$ cat config.mk
export PLATFORM = sky130hd
export DESIGN_NAME = dpa_arbiter
export DESIGN_NICKNAME = d
export VERILOG_FILES = /design/src/dpa_pkg.sv /design/src/dpa_sync3.sv /design/src/dpa_arbiter.sv
export SDC_FILE = /design/constraint.sdc
export NUM_CORES = 1
export LEC_CHECK = 0
export ABC_AREA = 1
export BUFFER_PORTS_ARGS = -buffer_cell sky130_fd_sc_hd__buf_2
export CAP_MARGIN = 20
export CORE_AREA = 2 2 127 160
export CTS_CLUSTER_SIZE = 25
export DETAILED_ROUTE_END_ITERATION = 6
export DIE_AREA = 0 0 129 162
export GPL_TIMING_DRIVEN = 0
export MAX_ROUTING_LAYER = met4
export PLACE_DENSITY = 0.79
export SLEW_MARGIN = 20
export SYNTH_ARGS = -nofsm -noshare
export SYNTH_HDL_FRONTEND = slang
export SYNTH_HIERARCHICAL = 1
export SYNTH_SLANG_ARGS = --single-unit
$ cat constraint.sdc
create_clock -name mclk -period 3.55 [get_ports mclk]
set_input_delay 0.1775 -clock mclk [delete_from_list [all_inputs] [get_ports mclk]]
set_output_delay 0.1775 -clock mclk [all_outputs]
set_load 0.05 [all_outputs]
$ cat src/dpa_pkg.sv
// Constants and types for the shared-RAM arbiter
package dpa_pkg;

  // ==========================================================
  // Local memory map
  localparam logic [19:0] RAM_TOP_SMALL = 20'h07fff;
  localparam logic [19:0] RAM_TOP_SMALL_EXP = 20'h0ffff;
  localparam logic [19:0] RAM_TOP_LARGE = 20'h1ffff;
  localparam logic [19:0] RAM_TOP_LARGE_EXP = 20'h3ffff;
  localparam logic [19:0] EPROM_BASE = 20'hfe000;
  localparam int EPROM_PAIR_BIT = 12;

  // ==========================================================
  // System-bus window: 128k window inside one megabyte
  localparam int WIN_OFS_BITS = 17;
  localparam int WIN_SEL_LSB = 17;
  localparam int WIN_SEL_BITS = 3;
  localparam int MB_LSB = 20;
  localparam int MB_BITS = 4;
  localparam int RAM_ADDR_BITS = 18;
  localparam int XLAT_HI_LSB = 13;
  localparam int XLAT_HI_BITS = 5;

  // ==========================================================
  // I/O map, compared on address bits 15..3 plus bit 0; status range and page on all 16 bits
  localparam logic [15:0] IO_INTC = 16'h00c0;
  localparam logic [15:0] IO_PARALLEL = 16'h00c8;
  localparam logic [15:0] IO_TIMER = 16'h00d0;
  localparam logic [15:0] IO_SERIAL = 16'h00d8;
  localparam logic [15:0] IO_EXP_A0 = 16'h0080;
  localparam logic [15:0] IO_EXP_A1 = 16'h0088;
  localparam logic [15:0] IO_EXP_B0 = 16'h00a0;
  localparam logic [15:0] IO_EXP_B1 = 16'h00a8;
  localparam logic [15:0] IO_STATUS_LO = 16'h00c9;
  localparam logic [15:0] IO_STATUS_HI = 16'h00df;
  localparam logic [15:0] IO_PAGE = 16'h00d7;

  // Chip-select positions
  localparam int CS_SERIAL = 0;
  localparam int CS_TIMER = 1;
  localparam int CS_PARALLEL = 2;
  localparam int CS_INTC = 3;
  localparam int CS_EXP_A0 = 4;
  localparam int CS_EXP_A1 = 5;
  localparam int CS_EXP_B0 = 6;
  localparam int CS_EXP_B1 = 7;
  localparam int CS_STATUS = 8;
  localparam int NUM_CS = 9;

  // ==========================================================
  // Status and page registers
  localparam int STAT_SHARED_RAM_N_A_BIT = 3;
  localparam int STAT_PAGE_LOCK_BIT = 7;
  localparam logic [7:0] STATUS_RESET = 8'h00;
  localparam logic [3:0] PAGE_RESET = 4'h0;

  // ==========================================================
  // Types
  typedef enum logic [1:0] {ST_IDLE, ST_LOCAL, ST_SLAVE} dpa_state_e;

  typedef struct packed {
    logic [23:0] addr_n;
    logic [15:0] data_n;
    logic bhen_n;
    logic rd_n;
    logic wr_n;
    logic lock_n;
    logic inh_n;
  } dpa_bus_in_s;

  typedef struct packed {
    logic large_variant;
    logic expansion_fitted;
    logic [2:0] window_base;
    logic [3:0] megabyte_base;
  } dpa_strap_s;

  localparam dpa_bus_in_s BUS_IDLE = '1;
  localparam dpa_strap_s STRAP_RESET = '0;

endpackage

$ cat src/dpa_sync3.sv
// Three-stage input synchroniser with agreement filter
`timescale 1ns/1ns
`default_nettype none

module dpa_sync3
  import dpa_pkg::*;
#(
  parameter int WIDTH = 1,
  parameter logic [WIDTH-1:0] INIT = '0
)
(
  input wire logic mclk,
  input wire logic sys_rst,
  input wire logic [WIDTH-1:0] async_in,
  output logic [WIDTH-1:0] sync_out
);

  logic [WIDTH-1:0] stage1;
  logic [WIDTH-1:0] stage2;
  logic [WIDTH-1:0] stage3;
  logic [WIDTH-1:0] agree;

  // ==========================================================
  // Chain; stage1 feeds only stage2
  always_ff @(posedge mclk)
  begin
    if (sys_rst)
    begin
      stage1 <= INIT;
      stage2 <= INIT;
      stage3 <= INIT;
    end
    else
    begin
      stage1 <= async_in;
      stage2 <= stage1;
      stage3 <= stage2;
    end
  end

  assign agree = ~(stage2 ^ stage3);

  // ==========================================================
  // A bit moves only once two stages agree, so a glitch counts never
  always_ff @(posedge mclk)
  begin
    if (sys_rst)
      sync_out <= INIT;
    else
      sync_out <= (stage2 & agree) | (sync_out & ~agree);
  end

endmodule

`default_nettype wire

$ cat src/dpa_arbiter.sv
// Shared-RAM arbiter with local memory and I/O address decode
//
// Operation
// - Local processor owns the RAM while no bus access is pending.
// - A bus request takes the RAM; it returns once the request ends.
// - Inhibit from another memory keeps the RAM silent.
// - Local locked exchange keeps the RAM local, refusing the bus.
// - Bus lock during a bus access keeps the RAM, refusing local.
// - Small variant: RAM 00000-07FFF, 00000-0FFFF with expansion.
// - Large variant: RAM 00000-1FFFF, 00000-3FFFF with expansion.
// - Latched status bit 2: 1 enables memory decode; 0 with bits 1 and 0 differing, I/O decode.
// - Memory decode: find requester, translate, then select.
// - Upper four bus address bits from page register, after grant.
// - Local RAM hit plus memory command arbitrates, then gates command.
// - Bus request only inside the 128k window with megabyte match.
// - Bus request with no local access enters slave mode.
// - Translated high bits reach the RAM only after their enable.
// - Word-wide bus access; byte swap serves 8-bit and 16-bit masters.
// - Local EPROM access raises hit, byte enables, decoder enable.
// - Bus masters never reach the EPROM.
// - I/O decode uses bits 0 and 3-15, status and page all 16; invalid address keeps hit false.
// - Valid I/O address asserts exactly one of nine chip selects.
// - Status bit 3 set asserts the shared-RAM shared_ram_n_a signal.
// - Bus request tells the arbiter the address is in shared RAM.
`timescale 1ns/1ns
`default_nettype none

module dpa_arbiter
  import dpa_pkg::*;
(
  input wire logic mclk,
  input wire logic sys_rst,
  input wire logic ale,
  input wire logic [19:0] cpu_addr,
  input wire logic cpu_bhe_n,
  input wire logic cpu_status_bit0,
  input wire logic cpu_status_bit1,
  input wire logic cpu_status_bit2,
  input wire logic local_mem_read_n,
  input wire logic local_mem_write_n,
  input wire logic local_io_write_n,
  input wire logic cpu_lock_n,
  input wire logic [7:0] cpu_data,
  input wire logic system_bus_addr_enable_n,
  input wire dpa_strap_s straps,
  input wire dpa_bus_in_s ext_bus,
  input wire logic [15:0] ram_rdata,
  output logic local_command_gate_n,
  output logic shared_ram_enable_n,
  output logic local_shared_read_n,
  output logic local_shared_write_n,
  output logic slave_command_gate_n,
  output logic slave_read_n,
  output logic slave_write_n,
  output logic translated_addr_enable_n,
  output logic [XLAT_HI_BITS-1:0] translated_addr_bits_n,
  output logic [RAM_ADDR_BITS-1:0] ram_addr,
  output logic [15:0] ram_wdata,
  output logic [1:0] ram_byte_en,
  output logic [15:0] ext_data_out_n,
  output logic ext_data_oe,
  output logic external_shared_request,
  output logic [3:0] system_bus_addr_hi_n,
  output logic system_bus_addr_hi_oe,
  output logic eprom_hit,
  output logic cmd_decoder_enable,
  output logic eprom_pair0_high_sel,
  output logic eprom_pair0_low_sel,
  output logic eprom_pair1_high_sel,
  output logic eprom_pair1_low_sel,
  output logic shared_ram_n_a,
  output logic io_local_hit_n,
  output logic serial_select_n,
  output logic timer_select_n,
  output logic parallel_select_n,
  output logic intc_select_n,
  output logic status_select_n,
  output logic expansion_a_select0_n,
  output logic expansion_a_select1_n,
  output logic expansion_b_select0_n,
  output logic expansion_b_select1_n
);

  dpa_bus_in_s bus;
  dpa_strap_s strap;
  dpa_state_e state;
  dpa_state_e next_state;
  logic [19:0] addr_q;
  logic [2:0] status_q;
  logic bhe_q;
  logic local_lock;
  logic ext_lock;
  logic [7:0] status_reg;
  logic [3:0] page_reg;
  logic io_wr_prev_n;
  logic [NUM_CS-1:0] cs_n_q;
  logic [19:0] ram_top;
  logic mem_cycle;
  logic io_cycle;
  logic local_mem_cmd;
  logic local_req;
  logic eprom_sel;
  logic [23:0] ext_addr;
  logic [15:0] ext_data;
  logic ext_cmd;
  logic ext_hit;
  logic ext_req;
  logic byte_swap;
  logic io_wr_edge;
  logic [NUM_CS-1:0] cs;

  // ==========================================================
  // Pin synchronisers
  dpa_sync3 #(.WIDTH($bits(dpa_bus_in_s)), .INIT(BUS_IDLE)) u_bus_sync (
    .mclk(mclk),
    .sys_rst(sys_rst),
    .async_in(ext_bus),
    .sync_out(bus)
  );

  dpa_sync3 #(.WIDTH($bits(dpa_strap_s)), .INIT(STRAP_RESET)) u_strap_sync (
    .mclk(mclk),
    .sys_rst(sys_rst),
    .async_in(straps),
    .sync_out(strap)
  );

  // ==========================================================
  // Address and status latch
  always_ff @(posedge mclk)
  begin
    if (sys_rst)
    begin
      addr_q <= 20'h00000;
      status_q <= 3'h7;
      bhe_q <= 1'b1;
    end
    else if (ale)
    begin
      addr_q <= cpu_addr;
      status_q <= {cpu_status_bit2, cpu_status_bit1, cpu_status_bit0};
      bhe_q <= cpu_bhe_n;
    end
  end

  // ==========================================================
  // Decode terms
  always_comb
  begin
    unique case ({strap.large_variant, strap.expansion_fitted})
      2'b00: ram_top = RAM_TOP_SMALL;
      2'b01: ram_top = RAM_TOP_SMALL_EXP;
      2'b10: ram_top = RAM_TOP_LARGE;
      2'b11: ram_top = RAM_TOP_LARGE_EXP;
    endcase
  end

  assign mem_cycle = status_q[2];
  assign io_cycle = ~status_q[2] & (status_q[1] ^ status_q[0]);
  assign local_mem_cmd = ~local_mem_read_n | ~local_mem_write_n;
  assign local_req = mem_cycle & (addr_q <= ram_top) & local_mem_cmd;
  assign eprom_sel = mem_cycle & (addr_q >= EPROM_BASE);

  assign ext_addr = ~bus.addr_n;
  assign ext_data = ~bus.data_n;
  assign ext_cmd = ~bus.rd_n | ~bus.wr_n;
  // Window offset only reaches RAM, so the EPROM is never visible from the bus
  assign ext_hit = (ext_addr[WIN_SEL_LSB +: WIN_SEL_BITS] == strap.window_base)
    & (ext_addr[MB_LSB +: MB_BITS] == strap.megabyte_base)
    & ({3'b000, ext_addr[WIN_OFS_BITS-1:0]} <= ram_top)
    & bus.inh_n;
  assign ext_req = ext_hit & ext_cmd;
  // 8-bit master reaching an odd byte uses the low lane
  assign byte_swap = bus.bhen_n & ext_addr[0];

  // ==========================================================
  // Ownership
  always_comb
  begin
    next_state = state;
    unique case (state)
      ST_IDLE:
      begin
        // Local side wins a tie since it is the default owner
        if (local_req && !ext_lock)
          next_state = ST_LOCAL;
        else if (ext_req && !local_lock && !local_req)
          next_state = ST_SLAVE;
      end
      ST_LOCAL:
      begin
        if (!local_mem_cmd)
          next_state = ST_IDLE;
      end
      ST_SLAVE:
      begin
        if (!ext_cmd)
          next_state = ST_IDLE;
      end
    endcase
  end

  always_ff @(posedge mclk)
  begin
    if (sys_rst)
      state <= ST_IDLE;
    else
      state <= next_state;
  end

  // ==========================================================
  // Locks
  always_ff @(posedge mclk)
  begin
    if (sys_rst)
      local_lock <= 1'b0;
    else if (state == ST_LOCAL && !cpu_lock_n)
      local_lock <= 1'b1;
    else if (cpu_lock_n)
      local_lock <= 1'b0;
  end

  always_ff @(posedge mclk)
  begin
    if (sys_rst)
      ext_lock <= 1'b0;
    else if (state == ST_SLAVE && !bus.lock_n)
      ext_lock <= 1'b1;
    else if (bus.lock_n)
      ext_lock <= 1'b0;
  end

  // ==========================================================
  // RAM controller side
  always_ff @(posedge mclk)
  begin
    if (sys_rst)
    begin
      local_command_gate_n <= 1'b1;
      shared_ram_enable_n <= 1'b1;
      local_shared_read_n <= 1'b1;
      local_shared_write_n <= 1'b1;
      translated_addr_enable_n <= 1'b1;
      slave_command_gate_n <= 1'b1;
      slave_read_n <= 1'b1;
      slave_write_n <= 1'b1;
      external_shared_request <= 1'b0;
    end
    else
    begin
      local_command_gate_n <= ~(next_state == ST_LOCAL);
      shared_ram_enable_n <= (next_state == ST_IDLE);
      local_shared_read_n <= ~(next_state == ST_LOCAL && !local_mem_read_n);
      local_shared_write_n <= ~(next_state == ST_LOCAL && !local_mem_write_n);
      translated_addr_enable_n <= ~(next_state == ST_SLAVE);
      slave_command_gate_n <= ~(next_state == ST_SLAVE);
      // Command waits one cycle, so it reaches the RAM on the same edge as the translated address
      slave_read_n <= ~(state == ST_SLAVE && next_state == ST_SLAVE && !bus.rd_n);
      slave_write_n <= ~(state == ST_SLAVE && next_state == ST_SLAVE && !bus.wr_n);
      external_shared_request <= ext_req;
    end
  end

  always_ff @(posedge mclk)
  begin
    if (sys_rst)
    begin
      ram_addr <= '0;
      translated_addr_bits_n <= '1;
    end
    else if (state == ST_SLAVE && next_state == ST_SLAVE && !translated_addr_enable_n)
    begin
      ram_addr <= {1'b0, ext_addr[WIN_OFS_BITS-1:0]};
      translated_addr_bits_n <= ~ext_addr[XLAT_HI_LSB +: XLAT_HI_BITS];
    end
    else
    begin
      ram_addr <= addr_q[RAM_ADDR_BITS-1:0];
      translated_addr_bits_n <= '1;
    end
  end

  // ==========================================================
  // Bus data path with byte swap
  always_ff @(posedge mclk)
  begin
    if (sys_rst)
    begin
      ram_wdata <= 16'h0000;
      ram_byte_en <= 2'b00;
      ext_data_out_n <= 16'hffff;
      ext_data_oe <= 1'b0;
    end
    else
    begin
      ram_wdata <= byte_swap ? {ext_data[7:0], ext_data[7:0]} : ext_data;
      ram_byte_en <= {~bus.bhen_n | ext_addr[0], ~ext_addr[0]};
      ext_data_out_n <= byte_swap ? ~{ram_rdata[15:8], ram_rdata[15:8]} : ~ram_rdata;
      ext_data_oe <= (state == ST_SLAVE) && !bus.rd_n;
    end
  end

  // ==========================================================
  // Upper address bits toward the system bus
  always_ff @(posedge mclk)
  begin
    if (sys_rst)
    begin
      system_bus_addr_hi_oe <= 1'b0;
      system_bus_addr_hi_n <= 4'hf;
    end
    else
    begin
      system_bus_addr_hi_oe <= ~system_bus_addr_enable_n;
      system_bus_addr_hi_n <= system_bus_addr_enable_n ? 4'hf : ~page_reg;
    end
  end

  // ==========================================================
  // EPROM path
  always_ff @(posedge mclk)
  begin
    if (sys_rst)
    begin
      eprom_hit <= 1'b0;
      cmd_decoder_enable <= 1'b0;
      eprom_pair0_high_sel <= 1'b0;
      eprom_pair0_low_sel <= 1'b0;
      eprom_pair1_high_sel <= 1'b0;
      eprom_pair1_low_sel <= 1'b0;
    end
    else
    begin
      eprom_hit <= eprom_sel;
      cmd_decoder_enable <= eprom_sel;
      eprom_pair0_high_sel <= eprom_sel & ~addr_q[EPROM_PAIR_BIT] & ~bhe_q;
      eprom_pair0_low_sel <= eprom_sel & ~addr_q[EPROM_PAIR_BIT] & ~addr_q[0];
      eprom_pair1_high_sel <= eprom_sel & addr_q[EPROM_PAIR_BIT] & ~bhe_q;
      eprom_pair1_low_sel <= eprom_sel & addr_q[EPROM_PAIR_BIT] & ~addr_q[0];
    end
  end

  // ==========================================================
  // I/O decode
  function automatic logic io_match(input logic [15:0] a, input logic [15:0] base);
    io_match = (a[15:3] == base[15:3]) && (a[0] == base[0]);
  endfunction

  always_comb
  begin
    cs = '0;
    if (io_cycle)
    begin
      cs[CS_SERIAL] = io_match(addr_q[15:0], IO_SERIAL);
      cs[CS_TIMER] = io_match(addr_q[15:0], IO_TIMER);
      cs[CS_PARALLEL] = io_match(addr_q[15:0], IO_PARALLEL);
      cs[CS_INTC] = io_match(addr_q[15:0], IO_INTC);
      cs[CS_EXP_A0] = io_match(addr_q[15:0], IO_EXP_A0);
      cs[CS_EXP_A1] = io_match(addr_q[15:0], IO_EXP_A1);
      cs[CS_EXP_B0] = io_match(addr_q[15:0], IO_EXP_B0);
      cs[CS_EXP_B1] = io_match(addr_q[15:0], IO_EXP_B1);
      cs[CS_STATUS] = addr_q[0] && (addr_q[15:0] >= IO_STATUS_LO)
        && (addr_q[15:0] <= IO_STATUS_HI) && (addr_q[15:0] != IO_PAGE);
    end
  end

  always_ff @(posedge mclk)
  begin
    if (sys_rst)
    begin
      cs_n_q <= '1;
      io_local_hit_n <= 1'b1;
    end
    else
    begin
      cs_n_q <= ~cs;
      io_local_hit_n <= ~(|cs);
    end
  end

  assign serial_select_n = cs_n_q[CS_SERIAL];
  assign timer_select_n = cs_n_q[CS_TIMER];
  assign parallel_select_n = cs_n_q[CS_PARALLEL];
  assign intc_select_n = cs_n_q[CS_INTC];
  assign status_select_n = cs_n_q[CS_STATUS];
  assign expansion_a_select0_n = cs_n_q[CS_EXP_A0];
  assign expansion_a_select1_n = cs_n_q[CS_EXP_A1];
  assign expansion_b_select0_n = cs_n_q[CS_EXP_B0];
  assign expansion_b_select1_n = cs_n_q[CS_EXP_B1];

  // ==========================================================
  // Status and page registers, written on the falling edge of the I/O write
  assign io_wr_edge = io_wr_prev_n & ~local_io_write_n & io_cycle;

  always_ff @(posedge mclk)
  begin
    if (sys_rst)
      io_wr_prev_n <= 1'b1;
    else
      io_wr_prev_n <= local_io_write_n;
  end

  always_ff @(posedge mclk)
  begin
    if (sys_rst)
      status_reg <= STATUS_RESET;
    else if (io_wr_edge && cs[CS_STATUS])
      status_reg <= cpu_data;
  end

  always_ff @(posedge mclk)
  begin
    if (sys_rst)
      page_reg <= PAGE_RESET;
    else if (io_wr_edge && addr_q[15:0] == IO_PAGE && !status_reg[STAT_PAGE_LOCK_BIT])
      page_reg <= cpu_data[3:0];
  end

  always_ff @(posedge mclk)
  begin
    if (sys_rst)
      shared_ram_n_a <= 1'b1;
    else
      shared_ram_n_a <= ~status_reg[STAT_SHARED_RAM_N_A_BIT];
  end

endmodule

`default_nettype wire

==> summary.txt <==
Outcome
  – Outcome: complete, no violations

GRT
  – Largest net degree at the start of global routing: 16
  – Vias in the first global route: approximately 9500
  – First-pass GRT wire length: roughly 43000 um
  – Initial antenna violation count: 0
  – GRT Total Usage: 26.47%
  – Congestion Overflow GR: 0

Synthesis
  – Yosys Warn Count: 6
  – Top-count cell post-synth: dfxtp_1
  – Gate Count Post-Synth: 1345
  – Dominant cell type by area after synthesis: dfxtp_1
  – Mux share of post-synthesis cell area: 0%
  – Main area contributors after synthesis: dfxtp_1, nand2_1, nor2_1
  – Post-Syn Area per Cell: 8.384 um^2
  – Netlist cell types: 34
  – Ys async rst share: 0%
  – Post-synthesis compound-gate area fraction: 4.427%
  – Post-synthesis xor/xnor area fraction: 0%
  – Post-synthesis sequential area ratio: 60.00%
  – EDFF count, synth: 0
  – Synth top cells by count: dfxtp_1, nand2_1, nor2_1, inv_1, or2_1
  – Mapped Area: 11280 um^2
  – Ys flop type: dfxtp_1
  – Synth Area in Adders: 0.7767%
  – Largest family of logic cells by synthesized area: simple AND/OR/NAND/NOR gates
  – Simple-gate area share of the yosys netlist: about a quarter
  – #FFs+latches synth: 338
  – Post-synth top area share: 60.00%
  – Net Count, Synth: 1462

Worst setup path
  – Startpoint types: flip-flop
  – CP max-delay cell: dfxtp_1
  – Worst EP arrival: 2.79 ns
  – Worst reg2reg setup slack: 1.19 ns
  – Most frequent CP cell: nand2_1
  – Critical Path RT: 3.98 ns
  – Crit Path Max Fanout: 10
  – Cell Chain, Critical Path: nand2_1 > ha_1 > nand2_1 > nor2_1 > nand4_1 > nand2_1 > nand3_1 > nand2_1 > inv_1 > nand2_2 > nand3_4 > nand3_4 > nor2_8 > buf_8 > nand2_1 > nand2_1
  – R2R Path End: ram_addr[5]
  – CP Capture Type: flip-flop
  – Slowest cell delay on critical path: 0.43 ns
  – Crit path kind: reg2reg
  – Worst Reg2Reg Path Length in Cells: 16

Floorplan
  – Row count: 57
  – I/O Pins: 199
  – Die Wd: 129 um
  – Initial Util: 58.35%
  – Die area: 20900 um^2
  – Die height: 162 um
  – CORE AREA: 19330 um^2

Cells and area
  – Area grow syn2layout: 30.39%
  – Fin util: 76.08%
  – Fin cells: 1970
  – Nets: 1802
  – Antenna diodes: 0
  – Fillers: 1315
  – Share of layout cells above drive strength 1: 19.41%
  – Post-route cell area: 14700 um^2

Min path
  – Cells on Worst Hold Path: 3
  – Worst hold path type: in2reg
  – Hold endpoint: addr_q[2]
  – Hold_sp: ale

Detailed routing
  – Avg WL per Cell: 13.81 um
  – First-pass iteration count of the detailed router: 5
  – DR vias: approximately 9400
  – Total wire length: 27200 um
  – Drt initial violations: approximately 380
  – Antenna Nets Post-Route: 0
  – Vias per inst: 4.793
  – DRC Markers: 0

Place
  – Dpl ws: 1.204 ns
  – Placed Instance Area: around 13000 um^2
  – HPWL after DPL: between 15000 and 20000 um
  – Placed instance count: 1804
  – Port buffer count: between 150 and 200
  – Gpl congestion: 0.9025

Clocking
  – Clock Latency Late Sink: 0.56 ns
  – Root Buffer: clkbuf_16
  – CTS Buf Count: 31
  – # resized after CTS: 0
  – Clk slew on worst S/H paths: 0.06 ns
  – H-tree levels: 1
  – Clock sink total: between 300 and 400
  – CTS tree: done
  – Post-CTS Setup Inserts: 0
  – Post-CTS Hold Buffers: 113
  – Clock tree buffer depth: 3

Pwr
  – Fraction of power consumed by combinational cells: under 10%
  – Power density over cell area: 532.8 nW/um^2
  – Seq pwr share: 50.9%
  – Switching power of the nets: between 1.5 and 2 mW
  – Internal: 6.040 mW
  – Overall power: 7.835 mW
  – Leakage: 6.904 nW
  – VDD IR max: 0.4176 mV
  – Clock share of power: 41.3%
  – Sw frac: 22.91%

STA
  – Final min period: approximately 2.4 ns
  – Hold_ws: 0.01024 ns
  – Final hold violation count: 0
  – Fin crit share: 66.51%
  – Clock skew: about 0.013 ns
  – Slew headroom: 51.34%
  – Fmax: 423.6 MHz
  – RSZ-0062 raised after global routing: no
  – Slew Limit Fails: 0
  – Final setup TNS: 0 ns
  – Worst Tran Pin Value: between 0.7 and 0.8 ns
  – Setup violators final: 0
  – Final worst setup slack: ~1.2 ns

Flow run
  – Max Cap Viol: 0
==> cell type report <==
class                           instances  area [um^2]  share of cell area, %
Timing Repair Buffer                  307         2102                  14.30
Multi-Input combinational cell        783         3565                  24.24
Tap cell                              265        331.6                  2.255
Inverter                              178        675.6                  4.595
Clock inverter                         11        116.4                 0.7914
Clock buffer                           42        877.1                  5.965
Sequential cell                       338         6766                  46.02
Buffer                                 46        270.3                  1.838
==> cells by family (layout without fill, tap and decap cells) <==
group           after synthesis  after routing
flops                       338            338
simple gates                685            685
compound gates               91             91
fa+ha+maj                     7              7
buf+inv                     224            584
==> layer usage <==
layer | routed length, um | global-route usage (%)
met1 | 10780 | 27.50
met2 | 13850 | 48.44
met4 | 1204 | 12.45
met3 | 1364 | 4.150
met5 | 0 | -
==> cells in the final DEF (no fill, tap or decap), types with 2 or more instances in the layout <==
master	n
dfxtp_1	338
nand2_1	311
nor2_1	207
buf_2	205
inv_1	175
dlygate4sd3_1	113
or2_1	52
or2_2	41
nand3_1	39
a21oi_1	39
o21ai_0	39
clkbuf_16	31
clkbuf_1	25
nor3_1	11
nand4_1	10
o21ai_2	9
buf_6	8
ha_1	7
clkinv_2	6
clkbuf_8	6
clkbuf_2	4
nor4_1	3
inv_2	2
nor2_2	2
nand2_2	2
nand3_4	2
buf_4	2
inv_6	2
bufinv_16	2
==> worst max-delay path, delay by kind of cell (launching register included) <==
family	cells	cell delay, ns
and+or+nand+nor	13	1.26
buffers and inverters	2	0.20
DFF	1	0.43
adders and majority gates	1	0.33
==> power groups by stage <==
| stage | Combinational [mW] | Sequential, mW | Clock [mW] |
|---|---|---|---|
| 6_report | 0.612 | 3.99 | 3.24 |
| 3_5_place_dp | 0.498 | 4.07 | 0 |
| 3_3_place_gp | 0.491 | 4.06 | 0 |
| 4_1_cts | 0.601 | 3.98 | 3.27 |
| 5_1_grt | 0.666 | 3.99 | 3.42 |
| 2_1_floorplan | 0.238 | 4.15 | 0 |
==> worst max path at each step <==
stage                         start  depth (start not counted)           to  slack, ns
after floorplan           flip-flop                         16  ram_addr[4]       1.60
after global placement    flip-flop                         16  ram_addr[5]       1.25
after detailed placement  flip-flop                         16  ram_addr[5]       1.20
after CTS                 flip-flop                         16  ram_addr[5]       1.19
after global routing      flip-flop                         16  ram_addr[5]       0.97
final                     flip-flop                         16  ram_addr[5]       1.19
(Power assumes the default switching activity.)
